--- config.mk ---
export PLATFORM = sky130hd
export DESIGN_NAME = converter_fault_protection
export DESIGN_NICKNAME = d
export VERILOG_FILES = /design/src/hw/fault_pkg.sv /design/src/hw/fault_timer.sv /design/src/hw/converter_fault_protection.sv
export SDC_FILE = /design/constraint.sdc
export NUM_CORES = 1
export LEC_CHECK = 0
export ABC_AREA = 1
export BUFFER_PORTS_ARGS = -buffer_cell sky130_fd_sc_hd__clkbuf_2
export CAP_MARGIN = 25
export CORE_ASPECT_RATIO = 1.5
export CORE_MARGIN = 4
export CORE_UTILIZATION = 40
export CTS_CLUSTER_DIAMETER = 60
export DETAILED_ROUTE_END_ITERATION = 8
export PLACE_DENSITY = 0.53
export SYNTH_ARGS = -nofsm -noshare
export SYNTH_HDL_FRONTEND = slang
export SYNTH_SLANG_ARGS = --single-unit
export TNS_END_PERCENT = 20
--- constraint.sdc ---
create_clock -name mclk_in -period 5.8 [get_ports mclk_in]
set_input_delay 0.29 -clock mclk_in [delete_from_list [all_inputs] [get_ports mclk_in]]
set_output_delay 0.29 -clock mclk_in [all_outputs]
set_load 0.02 [all_outputs]
--- src/hw/fault_pkg.sv ---
// Package for the converter fault-protection sequencer: register map,
// field layout, timing constants and the state carried by each module.
// Assumes a 100 MHz system clock; all counts are derived from it here.
package fault_pkg;

    localparam int unsigned CLK_PERIOD_NS = 10;
    localparam int CNT_W = 20;

    // Least times round up to whole cycles
    function automatic int unsigned ceil_cycles(input int unsigned ns);
        return (ns + CLK_PERIOD_NS - 1) / CLK_PERIOD_NS;
    endfunction : ceil_cycles

    localparam int unsigned OCP_TIME_NS = 1000000;
    localparam int unsigned OT_TIME_NS = 160000;
    localparam int unsigned HICCUP_TIME_NS = 5000000;
    localparam int unsigned STARTUP_TIME_NS = 1000000;
    localparam int unsigned NVM_TIME_NS = 5000000;
    localparam logic [CNT_W-1:0] OCP_CYCLES = CNT_W'(ceil_cycles(OCP_TIME_NS));
    localparam logic [CNT_W-1:0] OT_CYCLES = CNT_W'(ceil_cycles(OT_TIME_NS));
    localparam logic [CNT_W-1:0] HICCUP_CYCLES =
        CNT_W'(ceil_cycles(HICCUP_TIME_NS));
    localparam logic [CNT_W-1:0] STARTUP_CYCLES =
        CNT_W'(ceil_cycles(STARTUP_TIME_NS));
    localparam logic [CNT_W-1:0] NVM_CYCLES = CNT_W'(ceil_cycles(NVM_TIME_NS));

    // Register offsets
    localparam logic [7:0] ADDR_FAULT_STATUS = 8'h54;
    localparam logic [7:0] ADDR_NVM_PROGRAM = 8'h60;
    localparam logic [7:0] ADDR_NVM_UNLOCK_KEY = 8'h61;

    // Field layout
    localparam int FLT_SHORT = 2;
    localparam int FLT_OCP = 1;
    localparam int FLT_OT = 0;
    localparam int CMD_LSB = 3;
    localparam int CMD_MSB = 7;
    localparam int DONE_BIT = 1;
    localparam logic [4:0] NVM_PROGRAM_CODE = 5'h12;
    localparam logic [7:0] UNLOCK_KEY_VALUE = 8'h61;
    localparam logic PROG_RESV_BIT0 = 1'h1;
    localparam logic [7:0] UNLOCK_RESET = 8'h00;

    typedef enum logic [1:0] {PH_RESET, PH_START, PH_RUN, PH_HICCUP} phase_t;

    typedef struct packed {
        logic uvlo;
        logic ocp;
        logic short_ckt;
        logic overtemp;
    } fault_in_t;

    typedef struct packed {
        logic wr;
        logic [7:0] addr;
        logic [7:0] wdata;
    } reg_req_t;

    typedef struct packed {
        logic [CNT_W-1:0] cnt;
        logic expired;
    } timer_t;

    typedef struct packed {
        phase_t phase;
        logic [CNT_W-1:0] cnt;
        logic [2:0] fault;
        logic oe;
        logic pg;
        logic por;
        logic [4:0] cmd;
        logic done;
        logic busy;
        logic [CNT_W-1:0] nvm_cnt;
        logic [7:0] key;
        logic [7:0] rdata;
    } ctrl_t;

    localparam ctrl_t CTRL_RESET = '{phase: PH_RESET, por: 1'b1,
        key: UNLOCK_RESET, default: '0};

endpackage : fault_pkg

--- src/hw/fault_timer.sv ---
// Persistence timer: flags a fault level that has held for a set count.
// Assumes the level is synchronous to the clock; the count restarts on any
// gap, so a chattering fault never accumulates.
`timescale 1ns/1ps
module fault_timer (
    input wire logic clk_in,
    input wire logic rst_n_in,
    input wire logic arm_in,
    input wire logic level_in,
    input wire logic [fault_pkg::CNT_W-1:0] limit_in,
    output logic expired_out
);
    fault_pkg::timer_t q;
    fault_pkg::timer_t d;

    always_comb
    begin
        d = q;
        if (!(arm_in && level_in))
        begin
            d = '0;
        end
        else if (!q.expired)
        begin
            if (q.cnt >= fault_pkg::CNT_W'(limit_in - 1'b1))
                d.expired = 1'b1;
            else
                d.cnt = fault_pkg::CNT_W'(q.cnt + 1'b1);
        end
    end

    always_ff @(posedge clk_in or negedge rst_n_in)
    begin
        if (!rst_n_in)
            q <= '0;
        else
            q <= d;
    end

    assign expired_out = q.expired;

endmodule : fault_timer

--- src/hw/converter_fault_protection.sv ---
// Fault-protection sequencer for a buck converter plus the guarded
// programming of non-volatile configuration memory.
// Assumes fault levels come from synchronous comparators and that the
// register port carries one synchronous write per cycle.
`timescale 1ns/1ps
module converter_fault_protection #(
    parameter logic [fault_pkg::CNT_W-1:0] OCP_LIMIT = fault_pkg::OCP_CYCLES,
    parameter logic [fault_pkg::CNT_W-1:0] OT_LIMIT = fault_pkg::OT_CYCLES,
    parameter logic [fault_pkg::CNT_W-1:0] HICCUP_LIMIT =
        fault_pkg::HICCUP_CYCLES,
    parameter logic [fault_pkg::CNT_W-1:0] STARTUP_LIMIT =
        fault_pkg::STARTUP_CYCLES,
    parameter logic [fault_pkg::CNT_W-1:0] NVM_LIMIT = fault_pkg::NVM_CYCLES
) (
    input wire logic mclk_in,
    input wire logic reset_n_in,
    input wire fault_pkg::fault_in_t faults_in,
    input wire fault_pkg::reg_req_t reg_req_in,
    output logic [7:0] reg_rdata_out,
    output logic output_enable_out,
    output logic power_good_output_out,
    output logic logic_reset_out,
    output logic nvm_program_busy_out
);
    logic [1:0] rst_sync_q;
    logic rst_n;
    logic ocp_expired;
    logic ot_expired;
    logic prog_start;
    logic prog_write;
    fault_pkg::ctrl_t q;
    fault_pkg::ctrl_t d;

    // Release of reset is synchronised; assertion stays asynchronous
    always_ff @(posedge mclk_in or negedge reset_n_in)
    begin
        if (!reset_n_in)
            rst_sync_q <= 2'h0;
        else
            rst_sync_q <= {rst_sync_q[0], 1'h1};
    end
    assign rst_n = rst_sync_q[1];

    fault_timer u_ocp_timer (
        .clk_in(mclk_in),
        .rst_n_in(rst_n),
        .arm_in(q.oe),
        .level_in(faults_in.ocp),
        .limit_in(OCP_LIMIT),
        .expired_out(ocp_expired)
    );

    fault_timer u_ot_timer (
        .clk_in(mclk_in),
        .rst_n_in(rst_n),
        .arm_in(q.oe),
        .level_in(faults_in.overtemp),
        .limit_in(OT_LIMIT),
        .expired_out(ot_expired)
    );

    function automatic logic [7:0] read_reg(input logic [7:0] addr,
                                            input fault_pkg::ctrl_t s);
        logic [7:0] r;
        r = 8'h00;
        unique case (addr)
            fault_pkg::ADDR_FAULT_STATUS: r = {5'h00, s.fault};
            fault_pkg::ADDR_NVM_PROGRAM:
                r = {s.cmd, 1'h0, s.done, fault_pkg::PROG_RESV_BIT0};
            fault_pkg::ADDR_NVM_UNLOCK_KEY: r = s.key;
            default: r = 8'h00;
        endcase
        return r;
    endfunction : read_reg

    assign prog_write = reg_req_in.wr &&
        reg_req_in.addr == fault_pkg::ADDR_NVM_PROGRAM;
    assign prog_start = prog_write && !q.busy &&
        reg_req_in.wdata[fault_pkg::CMD_MSB:fault_pkg::CMD_LSB] ==
            fault_pkg::NVM_PROGRAM_CODE &&
        q.key == fault_pkg::UNLOCK_KEY_VALUE;

    always_comb
    begin
        d = q;
        d.por = 1'b0;
        unique case (q.phase)
            fault_pkg::PH_RESET:
            begin
                d.phase = fault_pkg::PH_START;
                d.oe = 1'b1;
                d.cnt = '0;
            end
            fault_pkg::PH_START, fault_pkg::PH_RUN:
            begin
                if (faults_in.short_ckt || ocp_expired || ot_expired)
                begin
                    // Short trips at once: it needs no persistence
                    d.phase = fault_pkg::PH_HICCUP;
                    d.oe = 1'b0;
                    d.pg = 1'b0;
                    d.cnt = '0;
                    d.fault[fault_pkg::FLT_SHORT] =
                        q.fault[fault_pkg::FLT_SHORT] | faults_in.short_ckt;
                    d.fault[fault_pkg::FLT_OCP] = q.fault[fault_pkg::FLT_OCP]
                        | ocp_expired;
                    d.fault[fault_pkg::FLT_OT] = q.fault[fault_pkg::FLT_OT]
                        | ot_expired;
                end
                else if (q.phase == fault_pkg::PH_START)
                begin
                    if (q.cnt >= fault_pkg::CNT_W'(STARTUP_LIMIT - 1'b1))
                    begin
                        d.phase = fault_pkg::PH_RUN;
                        d.pg = 1'b1;
                        d.fault = 3'h0;
                    end
                    else
                    begin
                        d.cnt = fault_pkg::CNT_W'(q.cnt + 1'b1);
                    end
                end
            end
            fault_pkg::PH_HICCUP:
            begin
                if (q.cnt < fault_pkg::CNT_W'(HICCUP_LIMIT - 1'b1))
                begin
                    d.cnt = fault_pkg::CNT_W'(q.cnt + 1'b1);
                end
                else if (!(q.fault[fault_pkg::FLT_OT] && faults_in.overtemp))
                begin
                    // Thermal cause waits for the hysteresis level to clear
                    d.phase = fault_pkg::PH_START;
                    d.oe = 1'b1;
                    d.cnt = '0;
                end
            end
        endcase

        // Programming cycle; the burn itself is outside this block
        if (q.busy)
        begin
            if (q.nvm_cnt >= fault_pkg::CNT_W'(NVM_LIMIT - 1'b1))
            begin
                d.busy = 1'b0;
                d.done = 1'b1;
            end
            else
            begin
                d.nvm_cnt = fault_pkg::CNT_W'(q.nvm_cnt + 1'b1);
            end
        end
        if (reg_req_in.wr &&
            reg_req_in.addr == fault_pkg::ADDR_NVM_UNLOCK_KEY)
            d.key = reg_req_in.wdata;
        if (prog_write)
            d.cmd = reg_req_in.wdata[fault_pkg::CMD_MSB:fault_pkg::CMD_LSB];
        if (prog_start)
        begin
            d.busy = 1'b1;
            d.done = 1'b0;
            d.nvm_cnt = '0;
        end
        d.rdata = read_reg(reg_req_in.addr, q);

        // Undervoltage overrides everything, including a pending program
        if (faults_in.uvlo)
            d = fault_pkg::CTRL_RESET;
    end

    always_ff @(posedge mclk_in or negedge rst_n)
    begin
        if (!rst_n)
            q <= fault_pkg::CTRL_RESET;
        else
            q <= d;
    end

    assign reg_rdata_out = q.rdata;
    assign output_enable_out = q.oe;
    assign power_good_output_out = q.pg;
    assign logic_reset_out = q.por;
    assign nvm_program_busy_out = q.busy;
endmodule : converter_fault_protection

# == Word level (Yosys, flattened, before mapping) ==
# Index checks and enable logic that the tools add are counted.
# op_classes
add_sub_neg,4
magnitude_cmp,5
eq_ne,20
n_mux,34
bitwise_logic,3
reduce_logical,28
# op_table
operator,count
two-way mux 20 bit,5
two-way mux 21 bit,4
"adder 20 x 1 -> 20 bit, second input constant",4
two-way mux 71 bit,1
two-way mux 22 bit,3
one-hot mux 22 bit (3 select lines),1
two-way mux 25 bit,2
"greater-or-equal comparator 20 x 17 -> 1 bit, second input constant",2
"== test 8 x 7 -> 1 bit, second input constant",4
one-hot mux 8 bit (3 select lines),1
"greater-or-equal comparator 20 x 14 -> 1 bit, second input constant",1
"greater-or-equal comparator 20 x 19 -> 1 bit, second input constant",1
"less-than comparator 20 x 19 -> 1 bit, second input constant",1
"inequality test 4 bit, second input constant",4
"inequality test 3 bit, second input constant",4
nonzero test 3 bit,4
two-way mux 1 bit,9
AND reduction 3 bit,3
logical AND 1 bit,8
two-way mux 8 bit,1
"inequality test 2 bit, second input constant",4
AND reduction 2 bit,4
two-way mux 2 bit,3
two-way mux 3 bit,2
other kinds (12),18
# word_totals
reg_bits,115
in_bits,23
output_inout_bits,12
wordCells,111

# == Depth between registers and ports, before layout ==
# Gate-level depths: netlist of run 1.
# depth
word_depth,7
ltp_mapped,14

# == Hierarchy ==
# From an unflattened synthesis of run 1, not the netlist that was laid out.
# hier_totals
hier_cells,1372
area_unflattened_um2,9366.5
# by_module_without_submodules
mod,instances,cells_each,area_each_um2,seq_area_each_um2
converter_fault_protection,1,652,4663.2,1828.0
fault_timer at u_ot_timer,1,358,2353.5,525.5
fault_timer at u_ocp_timer,1,362,2349.8,525.5

# == Least setup slack after synthesis of run 1 ==
# OpenSTA, ideal clock, no wires.
# synth_path
path_type,register to register
startpoint,register q[69] in the netlist's numbering
endpoint,register q[66] in the netlist's numbering
setup_time_ps,119
arrival_ps,1627
required_ps,5681
slack_ps,4055
path_stages_with_launch,12
n_path_buf,2
synth_period_minus_slack_ps,1745
path_cell_list,dfrtp_1 -> inv_1 -> ha_1 -> clkbuf_1 -> inv_1 -> nor2_1 -> nand2_1 -> a21oi_4 -> nor2_4 -> buf_6 -> nand4_1 -> nand2_1
# synth_between
elab_chain_cells,4
# synth_rtl
item,line,rtl
start: declaration,converter_fault_protection.sv:31,fault_pkg::ctrl_t q;
start signal: assignment,converter_fault_protection.sv:174,q <= fault_pkg::CTRL_RESET;
== test 2 x 1 -> 1 bit / == test 2 bit (equally long branches),"converter_fault_protection.sv:87, converter_fault_protection.sv:110",
OR reduction 2 bit,converter_fault_protection.sv:87,unique case (q.phase)
inequality test 4 bit (no source line) / one-hot mux 22 bit (3 select lines) (equally long branches),n/a,
AND reduction 3 bit (no source line) / two-way mux 71 bit (equally long branches),n/a,
# Several ways; a longest one is shown, not always the timed one.
# A chain may end at the register's enable or synchronous reset.

# == Worst setup path after layout of run 1 ==
# layout_path
startpoint,register q[49] in the netlist's numbering
endpoint,register q[70] in the netlist's numbering
# layout_between
elab_chain_cells,3
# layout_rtl
item,line
greater-or-equal comparator 20 x 17 -> 1 bit / less-than comparator 20 x 19 -> 1 bit (equally long branches),"converter_fault_protection.sv:112, converter_fault_protection.sv:126"
inequality test 4 bit (no source line) / inequality test 3 bit (equally long branches),n/a
AND reduction 4 bit (no source line) (*),n/a
# Every way passes the cells marked *; elsewhere a longest branch is shown, timed or not.

==> results of run 1 <==
## registers in the layout (all words and copies together), names as in the netlist, 2 cells and up
name and count:
q 59, u_ocp_timer.q 20, u_ot_timer.q 20, reg_rdata_out 8, rst_sync_q 2
## cell usage after synthesis, types with 2 or more instances
cell type	n
o21bai_1	2
a21oi_1	20
dfrtp_1	114
buf_4	11
nand2_4	3
nand4_1	46
inv_2	3
or2_4	2
nor2_2	5
nand3_2	2
o21ai_0	46
nor2_1	122
buf_2	5
nand2_2	8
o21ai_1	3
xor2_1	25
ha_1	8
o211ai_1	6
inv_1	122
nand3_1	91
nor3b_1	5
clkbuf_1	10
inv_4	2
buf_6	8
nor4_1	8
nor3_1	25
o21ai_2	22
nand2_1	263
nor2_4	4
nor2_8	2
## cells in the final DEF (no fill, tap or decap), types with 8 or more instances in the layout
master | synthesis | final
nand2_1 | 263 | 263
inv_1 | 122 | 122
nor2_1 | 122 | 122
dfrtp_1 | 114 | 113
nand3_1 | 91 | 91
nand4_1 | 46 | 46
o21ai_0 | 46 | 46
clkbuf_2 | 0 | 34
nor3_1 | 25 | 25
xor2_1 | 25 | 25
o21ai_2 | 22 | 22
a21oi_1 | 20 | 20
clkbuf_16 | 0 | 17
nor4_1 | 8 | 8
nand2_2 | 8 | 8
ha_1 | 8 | 8
## where the power goes
group | internal [W] | switching (W) | leakage [nW]
clock network | 0.000661 | 0.000359 | 0.289
registers | 0.000825 | 0.0000317 | 1.59
logic | 0.0000547 | 0.000175 | 1.94
## repair_timing
action / CTS / global route
endpoints found under the setup margin: 0 / 0
hold buffers: 1 / 0
endpoints found under the hold margin: 2 / 0
## critical path, stage by stage, from the launching register on
cell and delay (ps):
dfrtp_1 440, ha_1 320, nand3_1 160, nor2_1 60
nand3_1 130, nand2_1 80, nor2_2 430, nand2_1 140
nand3_1 120, nor2_2 60, nand2_1 50, o21ai_0 70
## routing by layer
metal	share of wire	wire length (microns)
met2	0.53	10250
met5	0.00067	13
met3	0.022	423
met4	0.033	634
met1	0.41	7963
## metrics by stage
stage	total power [W]	cells
global route	0.002212	1262
detailed placement	0.001105	1229
CTS	0.002145	1262
finish	0.002107	1262
global placement	0.001106	1229
floorplan	0.001036	1012
## path summary, 6_finish.rpt
check	end	slack [ps]	cells past startpoint	from
worst max-delay path	q[70]$_DFFE_PN0P_	3630	11	q[49]$_DFFE_PN0P_
worst min-delay path	q[10]$_DFFE_PN0P_	150	3	reg_req_in[2]
worst max register to register	q[70]$_DFFE_PN0P_	3630	11	q[49]$_DFFE_PN0P_
worst min register to register	rst_sync_q[1]$_DFF_PN0_	350	0	rst_sync_q[0]$_DFF_PN0_
max in group asynchronous	q[65]$_DFFE_PN0P_	4100	1	rst_sync_q[1]$_DFF_PN0_
min in group asynchronous	rst_sync_q[1]$_DFF_PN0_	200	2	reset_n_in
## final cells by class
type | instances | area (sq um) | area share
Timing Repair Buffer | 37 | 195.2 | 0.02399
Tap cell | 217 | 271.5 | 0.03336
Inverter | 128 | 485.5 | 0.05966
Multi-Input combinational cell | 733 | 3722 | 0.4574
Sequential cell | 115 | 2883 | 0.3542
Clock inverter | 10 | 106.4 | 0.01307
Clock buffer | 22 | 474.2 | 0.05827
## cells by family after synthesis
kind of cell               Yosys count  share of synthesized area
AOI/OAI and AO/OA                  106                    0.09150
xor gates and xnor gates            26                    0.03095
adders and majority gates            8                    0.01361
buffers and inverters              164                     0.1027
DFF                                115                     0.3913
other                                1                  0.0005097
and+or+nand+nor                    592                     0.3694
==> key figures, run 1 <==
Timing
  – Hold_ws: 151.5 ps
  – Max-Slew Margin vs Limit: 0.4314
  – Final Cycle Share: 0.3740
  – Slew @ Worst Pin: 847.7 ps
  – PnR worst setup slack: 3631 ps
  – RSZ-0062 raised after global routing: no
  – Setup Skew: 8.754 ps
  – Fmax: 461.0 MHz
  – Final Slew Violations: 0
  – Period minus WS final: 2169 ps
  – Final-report hold violation count: 0
  – Setup TNS: 0 ps
  – Setup violators final: 0

Global route
  – Total Routing Usage GR: 0.1938
  – Busiest grt layer: met2
  – M2 GR Usage: 0.3511
  – Grt met3 use: 0.03353
  – Met1 Usage GRT: 0.2221
  – First-pass GRT wire length: 32.46 mm
  – Initial antenna violation count: 1
  – Vias in the first global route: 6552
  – GRT Residual Overflow: 0
  – Largest net degree at the start of global routing: 58

Pwr
  – Cell Pwr Density: 258.9 nW/um^2
  – Cell leakage power: 3.815 nW
  – Peak supply drop: 126.5 uV

Cells and area
  – Fin nets: 1063
  – Number of diodes: 0
  – Area growth syn-to-layout: 10.61%
  – Final core occ: 0.4517
  – Non-Filler Cell Area, Final: 8138 sq um
  – Filler Cell Count: 1928
  – Share of cells above drive strength 1: 0.1225

Setup path
  – Crit. End Element: flip-flop
  – Crit Path Class: reg -> reg
  – CP required: 6080 ps
  – Crit path DAT: 2450 ps
  – CP startpoint kind: flip-flop
  – CP max FO: 12

Synth
  – Synth warn: 0
  – Syn Area/Cell: 7.270 sq um
  – Synth area leaders: dfrtp_1 (39%), nand2_1 (13%), inv_1 (6.2%), nor2_1 (6.2%), nand3_1 (6.2%)
  – Share of Yosys cell area claimed by the top area cell type: 0.3878
  – Ys async rst share: 1.000
  – Area leader, netlist: dfrtp_1
  – Sequential-to-total area share from yosys stat: 0.3913
  – Post-synth cell types: 49
  – EDFF count, synth: 0
  – Cell area after synthesis: 7357 sq um
  – Post-Syn Instances: 1012
  – Post-Syn Nets: 1043
  – Synth Flop Type: dfrtp_1
  – Yosys reg bits: 115

Clock tree
  – Clock-pin slew on the worst setup and hold paths: 60 ps
  – Post-CTS Resized: 0
  – Postcts setup bufs: 0
  – Longest Clk Path Bufs: 2
  – Clock latency on the worst-skew pair: 410 ps
  – Clock sinks: 115
  – CTS tree: done
  – Root Driver: clkbuf_16
  – H-Tree Depth: 4
  – Num CTS Buffers: 17

Detailed routing
  – Remaining DRCs: 0
  – WL/cell: 15.28 microns
  – First-pass detailed-route iteration total: 4
  – Iteration-0 DRC Markers: 373
  – Post-Route WL: 19.29 mm
  – Detail Route Antenna Nets: 0
  – Vias: 6449
  – Post-DR vias/cell: 5.110

Placed design
  – Placer congestion estimate: 0.9271
  – Final HPWL from detailed placement: 14.35 mm
  – Pre-CTS setup slack: 3534 ps
  – # port buffers: 34
  – Placed cell areas: 7547 sq um

Floorplan
  – Initial Utilization: 0.4083
  – # rows: 60
  – Die H: 174.1 microns
  – Die area: 20670 sq um
  – Total core area: 18020 sq um
  – Die X-Extent: 118.7 microns
  – Top-level port count: 35

Run
  – MaxCap Viol Count: 0

Hold path
  – Hold Path Class: in -> reg

Run status
  – Outcome: completed
No activity file was read; power rests on OpenSTA's default activity.
==> inputs of run 2 (changes only) <==
Clock period 5.8 ns to 2 ns, I/O delays scaled along.
==> run 2 against run 1 <==
- hold slack got worse by 110 ps
- global-route usage is 0.42 points higher
- wire length increased by 2.0%
- critical endpoint is now q[23]$_DFFE_PN0P_
- sequential cell count unchanged
- critical path type unchanged
==> key figures, run 2 (synthesized netlist as in run 1, its figures left out) <==
Run status
  – Outcome: completed

Setup path
  – Crit path DAT: 2140 ps (-310 ps)
  – CP required: 2290 ps (-3790 ps)
  – Worst path slowest cell: dfrtp_1
  – Most frequent cell on the critical path: nand3_1
  – Reg2Reg Depth: 8 (-3)
  – Crit Path Class: reg -> reg
  – Crit. End Element: flip-flop
  – CP max FO: 18 (+6)
  – Delay of the slowest critical-path stage: 410 ps (-30 ps)
  – CP cell instances: inv_1 -> nand3_1 -> nor3_1 -> nand3_1 -> nand4_2 -> nand2_8 -> nand2_1 -> o21ai_2
  – CP startpoint kind: flip-flop

Placed design
  – Placer congestion estimate: 0.9103 (-1.8%)
  – Final HPWL from detailed placement: 15.02 mm (+4.7%)
  – Placed cell areas: 7875 sq um (+4.3%)
  – Placed instance count: 1266 (+3.0%)
  – # port buffers: 34 (unchanged)

Run
  – MaxCap Viol Count: 0 (unchanged)

Clock tree
  – Num CTS Buffers: 17 (unchanged)
  – Clock-pin slew on the worst setup and hold paths: 50 ps (about the same)
  – Root Driver: clkbuf_16
  – H-Tree Depth: 4 (unchanged)
  – CTS tree: done
  – Clock latency on the worst-skew pair: 410 ps (about the same)
  – Longest Clk Path Bufs: 2 (unchanged)
  – Clock sinks: 115 (unchanged)

Global route
  – Vias in the first global route: 6768 (+3.3%)
  – First-pass GRT wire length: 32.98 mm (+1.6%)
  – GRT Residual Overflow: 0 (unchanged)
  – Total Routing Usage GR: 0.1980 (+0.004211)
  – Initial antenna violation count: 0 (-1)
  – Largest net degree at the start of global routing: 37 (-36%)

Timing
  – Setup violators final: 0 (unchanged)
  – RSZ-0062 raised after global routing: no
  – Final Cycle Share: 0.9257 (+0.5517)
  – Final-report hold violation count: 0 (unchanged)
  – Period minus WS final: 1851 ps (-317.7 ps)
  – Max-Slew Margin vs Limit: 0.6176 (+0.1862)
  – Fmax: 540.1 MHz (+17%)
  – Setup TNS: 0 ps (unchanged)
  – Slew @ Worst Pin: 569.3 ps (-278.4 ps)
  – Final Slew Violations: 0 (unchanged)
  – Setup Skew: 9.048 ps (+0.2940 ps)

Cells and area
  – Non-Filler Cell Area, Final: 8579 sq um (+5.4%)
  – Fin cells: 1307 (+3.6%)
  – Register with the most flip-flops: q
  – Max reg flops: 59 (unchanged)
  – Share of cells above drive strength 1: 0.1596 (+0.03714)
  – Regs by FF count: q x59, u_ocp_timer.q x20, u_ot_timer.q x20
  – Fin nets: 1109 (+4.3%)
  – Footprint of the multi-input gates: 3771 sq um (+1.3%)
  – Area growth syn-to-layout: 16.62%
  – Most common cell after layout, fill and taps aside: nand2_1
  – Number of diodes: 0 (unchanged)
  – Filler Cell Count: 1862 (-3.4%)
  – Register area: 2884 sq um (about the same)
  – Most frequent cells in the layout: nand2_1 (263), inv_1 (122), nor2_1 (117)
  – Final core occ: 0.4762 (+0.02451)

Detailed routing
  – Detail Route Antenna Nets: 0 (unchanged)
  – Remaining DRCs: 0 (unchanged)
  – Vias: 6687 (+3.7%)
  – Post-Route WL: 19.68 mm (+2.0%)
  – Post-DR vias/cell: 5.116 (+0.12%)
  – First-pass detailed-route iteration total: 6 (+2)
  – WL/cell: 15.06 microns (-1.5%)
  – Iteration-0 DRC Markers: 404 (+8.3%)

Hold path
  – Hold Path Class: in -> reg
  – Worst Hold Depth: 5 (+2)

Floorplan
  – # rows: 60 (unchanged)
  – Initial Utilization: 0.4083 (unchanged)
  – Die H: 174.1 microns (unchanged)
  – Top-level port count: 35 (unchanged)
  – Total core area: 18020 sq um (unchanged)
  – Die area: 20670 sq um (unchanged)
  – Die X-Extent: 118.7 microns (unchanged)

Pwr
  – Cell leakage power: 4.035 nW (+5.7%)
  – Cell Pwr Density: 724.4 nW/um^2 (+180%)
  – Peak supply drop: 522.9 uV (+310%)
  – Total power draw: 0.006215 W (+200%)
-- run 2: changes by cell type in the layout (fill, tap and decap cells not counted), moves of 2 or more --
cell           change
clkinvlp_4         +3
nor2_2             +5
dlygate4sd3_1      +8
nor2_1             -5
buf_12             +4
clkinv_2           -2
buf_4             +33
-- run 2: timing repair --
item                                    4_1_cts  5_1_grt
buffers inserted                              0        0
gates resized for setup                       0       10
endpoints found under the setup margin        0       43
hold endpoints to repair                     11        0
hold buffers                                  9        0
-- run 2: routing by layer --
metal  routed length, microns  part of all wire  vias up  track usage
li1                         -                 -     3416            -
met1                     7902              0.40     3108       0.2171
met2                    10610              0.54      113       0.3689
met3                      487             0.025       50      0.03125
met4                      683             0.035        0      0.09280
met5                        0                 0        -            0
-- run 2: worst paths after layout --
| kind | start | endpoint | slack (ps) |
|---|---|---|---|
| worst min register to register | rst_sync_q[1]$_DFF_PN0_ | u_ot_timer.q[8]$_DFFE_PN0P_ | 270 |
| worst min-delay path | reg_req_in[3] | q[38]$_DFFE_PN0P_ | 40 |
| min in group asynchronous | rst_sync_q[1]$_DFF_PN0_ | u_ot_timer.q[8]$_DFFE_PN0P_ | 270 |
| worst max-delay path | q[28]$_DFFE_PN0P_ | q[23]$_DFFE_PN0P_ | 150 |
| worst max register to register | q[28]$_DFFE_PN0P_ | q[23]$_DFFE_PN0P_ | 150 |
| max in group asynchronous | rst_sync_q[1]$_DFF_PN0_ | logic_reset_out$_DFF_PN1_ | 1050 |
-- run 2: per-stage QoR --
stage	hold slack [ps]	setup WS, ps
6_report	38.68	148.6
5_1_grt	70.29	7.975
4_1_cts	19.96	16.05
3_5_place_dp	-111.2	32.46
3_3_place_gp	-112.8	49.05
2_1_floorplan	-195.6	79.23
-- run 2: final cells by class --
type / count / area share
clock buffer: 22 / 0.05644
tap: 217 / 0.03165
multi-input combinational: 734 / 0.4396
timing repair buffer: 82 / 0.07029
clock inverter: 9 / 0.009334
inverter: 128 / 0.05658
sequential: 115 / 0.3362
-- run 2: where the power goes --
| part | internal [W] | switching [W] |
|---|---|---|
| sequential | 0.00239 | 0.0000619 |
| clock | 0.00182 | 0.00107 |
| combinational | 0.000263 | 0.000604 |
| total | 0.00448 | 0.00174 |
-- run 2: worst max-delay path: cells and delay by family, from the launching register on --
family          cells  cell delay, ps
simple gates        6            1130
buf+inv             1             150
compound gates      1              50
flops               1             410
==> inputs of run 3 (changes only) <==
Settings changed: BUFFER_PORTS_ARGS -buffer_cell sky130_fd_sc_hd__clkbuf_2 to -buffer_cell sky130_fd_sc_hd__buf_2, REMOVE_ABC_BUFFERS from default to 1.
==> run 3 against run 2 <==
- fmax down 1.5%
- worst setup slack got worse by 28 ps
- sequential share of layout area down 0.47 points
- global-route usage decreased by 0.12 points
- clock power grew 17%
- cell area is 1.4% higher
==> key figures, run 3 (synthesized netlist as in run 1, its figures left out) <==
Floorplan
  – Die area: 20670 sq um (unchanged)
  – Die H: 174.1 microns (unchanged)
  – Die X-Extent: 118.7 microns (unchanged)
  – # rows: 60 (unchanged)
  – Initial Utilization: 0.4083 (unchanged)
  – Top-level port count: 35 (unchanged)
  – Total core area: 18020 sq um (unchanged)

Clock tree
  – CTS tree: done
  – Clock sinks: 115 (unchanged)
  – Clock latency on the worst-skew pair: 420 ps (about the same)
  – Num CTS Buffers: 17 (unchanged)
  – H-Tree Depth: 4 (unchanged)
  – Root Driver: clkbuf_16
  – Clock-pin slew on the worst setup and hold paths: 60 ps (about the same)
  – Longest Clk Path Bufs: 2 (unchanged)

Setup path
  – Delay of the slowest critical-path stage: 440 ps (+30 ps)
  – Worst path slowest cell: dfrtp_1
  – Top delay family on crit path: simple AND/OR/NAND/NOR gates
  – Most frequent cell on the critical path: nand2_1
  – CP required: 2340 ps (+50 ps)
  – FF-to-FF Start: q[16]$_DFFE_PN0P_
  – CP Launch Point: q[16]$_DFFE_PN0P_
  – Worst path bufs/invs: 0 (-1)
  – End of the worst register-to-register path: q[30]$_DFFE_PN0P_
  – Reg2Reg Depth: 11 (+3)
  – Reg2reg setup slack: 120 ps (-30 ps)
  – CP cell instances: ha_2 -> nand2_1 -> nor2_2 -> nand2_1 -> nor2_2 -> nand3_1 -> nand2_1 -> nand3_1 -> nor2_1 -> nand2_1 -> o21ai_2
  – CP max FO: 6 (-12)
  – Crit path DAT: 2220 ps (+80 ps)
  – Crit Path Class: reg -> reg
  – CP startpoint kind: flip-flop
  – Crit. End Element: flip-flop

Detailed routing
  – Detail Route Antenna Nets: 0 (unchanged)
  – First-pass detailed-route iteration total: 5 (-1)
  – Iteration-0 DRC Markers: 370 (-8.4%)
  – WL/cell: 14.95 microns (-0.71%)
  – Remaining DRCs: 0 (unchanged)
  – Post-DR vias/cell: 5.130 (+0.26%)
  – Post-Route WL: 19.59 mm (-0.48%)
  – Vias: 6720 (+0.49%)

Hold path
  – Min-delay src: reg_req_in[7]
  – WHS Endpoint: q[42]$_DFFE_PN0P_
  – Worst Hold Depth: 5 (unchanged)
  – Hold Path Class: in -> reg

Global route
  – Largest net degree at the start of global routing: 37 (unchanged)
  – Total Routing Usage GR: 0.1968 (-0.001246)
  – Initial antenna violation count: 0 (unchanged)
  – First-pass GRT wire length: 33.07 mm (+0.27%)
  – GRT Residual Overflow: 0 (unchanged)
  – Vias in the first global route: 6909 (+2.1%)

Timing
  – Max-Slew Margin vs Limit: 0.6121 (-0.005452)
  – Final Cycle Share: 0.9398 (+0.01408)
  – Setup TNS: 0 ps (unchanged)
  – Fmax: 532.0 MHz (-1.5%)
  – Setup violators final: 0 (unchanged)
  – Period minus WS final: 1880 ps (+28.15 ps)
  – Slew @ Worst Pin: 576.5 ps (+7.241 ps)
  – Setup Skew: 9.236 ps (+0.1888 ps)
  – Final-report hold violation count: 0 (unchanged)
  – Hold_ws: 20.07 ps (-18.60 ps)
  – RSZ-0062 raised after global routing: yes
  – Final Slew Violations: 0 (unchanged)

Cells and area
  – Regs by FF count: q x59, u_ocp_timer.q x20, u_ot_timer.q x20
  – Filler Cell Count: 1831 (-1.7%)
  – Footprint of the multi-input gates: 3785 sq um (+0.36%)
  – Register area: 2883 sq um (about the same)
  – Share of cells above drive strength 1: 0.1619 (+0.002307)
  – Max reg flops: 59 (unchanged)
  – Area growth syn-to-layout: 18.23%
  – Fin nets: 1112 (+0.27%)
  – Number of diodes: 0 (unchanged)
  – Non-Filler Cell Area, Final: 8698 sq um (+1.4%)
  – Most frequent cells in the layout: nand2_1 (262), inv_1 (122), nor2_1 (119)
  – Register with the most flip-flops: q
  – Most common cell after layout, fill and taps aside: nand2_1

Placed design
  – Final HPWL from detailed placement: 14.82 mm (-1.3%)
  – # port buffers: 34 (unchanged)
  – Placed cell areas: 7883 sq um (about the same)
  – Placer congestion estimate: 0.8866 (-2.6%)

Pwr
  – Total power draw: 0.006686 W (+7.6%)
  – Peak supply drop: 477.6 uV (-8.7%)
  – Cell Pwr Density: 768.7 nW/um^2 (+6.1%)
  – Cell leakage power: 4.110 nW (+1.9%)

Run status
  – Outcome: completed

Run
  – MaxCap Viol Count: 0 (unchanged)
## run 3: cell count changes in the layout (fill, tap and decap cells not counted), moves of 2 or more
cell	change
buf_2	+34
clkbuf_2	-34
buf_4	+4
bufinv_16	+4
nor2_2	-4
clkinvlp_4	-3
clkinv_2	-2
ha_2	+2
nor2_1	+2
nor2_4	+2
## run 3: cell type report
| class | count | area share |
|---|---|---|
| Clock buffer | 22 | 0.05452 |
| Clock inverter | 9 | 0.02028 |
| Inverter | 128 | 0.05581 |
| Multi-Input combinational cell | 734 | 0.4351 |
| Sequential cell | 115 | 0.3314 |
| Tap cell | 217 | 0.03121 |
| Timing Repair Buffer | 85 | 0.07163 |
## run 3: how the worst max path moves through the flow
stage | endpoint | slack (ps) | cells past startpoint
finish | q[30]$_DFFE_PN0P_ | 120 | 11
global route | q[30]$_DFFE_PN0P_ | -10 | 11
CTS | q[51]$_DFFE_PN0P_ | 60 | 11
detailed placement | q[30]$_DFFE_PN0P_ | -90 | 10
global placement | q[30]$_DFFE_PN0P_ | -60 | 11
floorplan | nvm_program_busy_out$_DFF_PN0_ | -1440 | 0
## run 3: tightest hold or removal path, cell delays in order
cell and delay [ps]:
buf_2 110, inv_1 50, nor2_1 40, nand2_1 50
nand2_1 40
## run 3: repair_timing
| item | 4_1_cts | 5_1_grt |
|---|---|---|
| hold endpoints to repair | 8 | 0 |
| pin swaps | 0 | 1 |
| hold buffers | 8 | 0 |
| setup endpoints to repair | 16 | 37 |
| buffers inserted | 0 | 3 |
| cloned | 0 | 1 |
| gates resized for setup | 2 | 10 |
## run 3: layer usage
layer  global-route usage  routed length (microns)
met3              0.04069                      519
met1               0.2172                     7874
met5                    0                        0
met2               0.3585                    10540
met4              0.09087                      648
## run 3: power breakdown
group | total [W] | internal, W | leakage, nW | switching [W]
sequential | 0.00246 | 0.00239 | 1.59 | 0.0000648
clock | 0.00338 | 0.00230 | 0.316 | 0.00108
combinational | 0.000849 | 0.000264 | 2.21 | 0.000584
total | 0.00669 | 0.00496 | 4.11 | 0.00173
## run 3: metrics by stage
stage,util,instances,setup WS (ps)
2_1_floorplan,-,976,-1439
3_3_place_gp,0.4375,1267,-61.94
3_5_place_dp,0.4375,1267,-86.86
4_1_cts,0.4783,1306,63.95
5_1_grt,0.4828,1310,-14.66
6_report,0.4828,1310,120.4
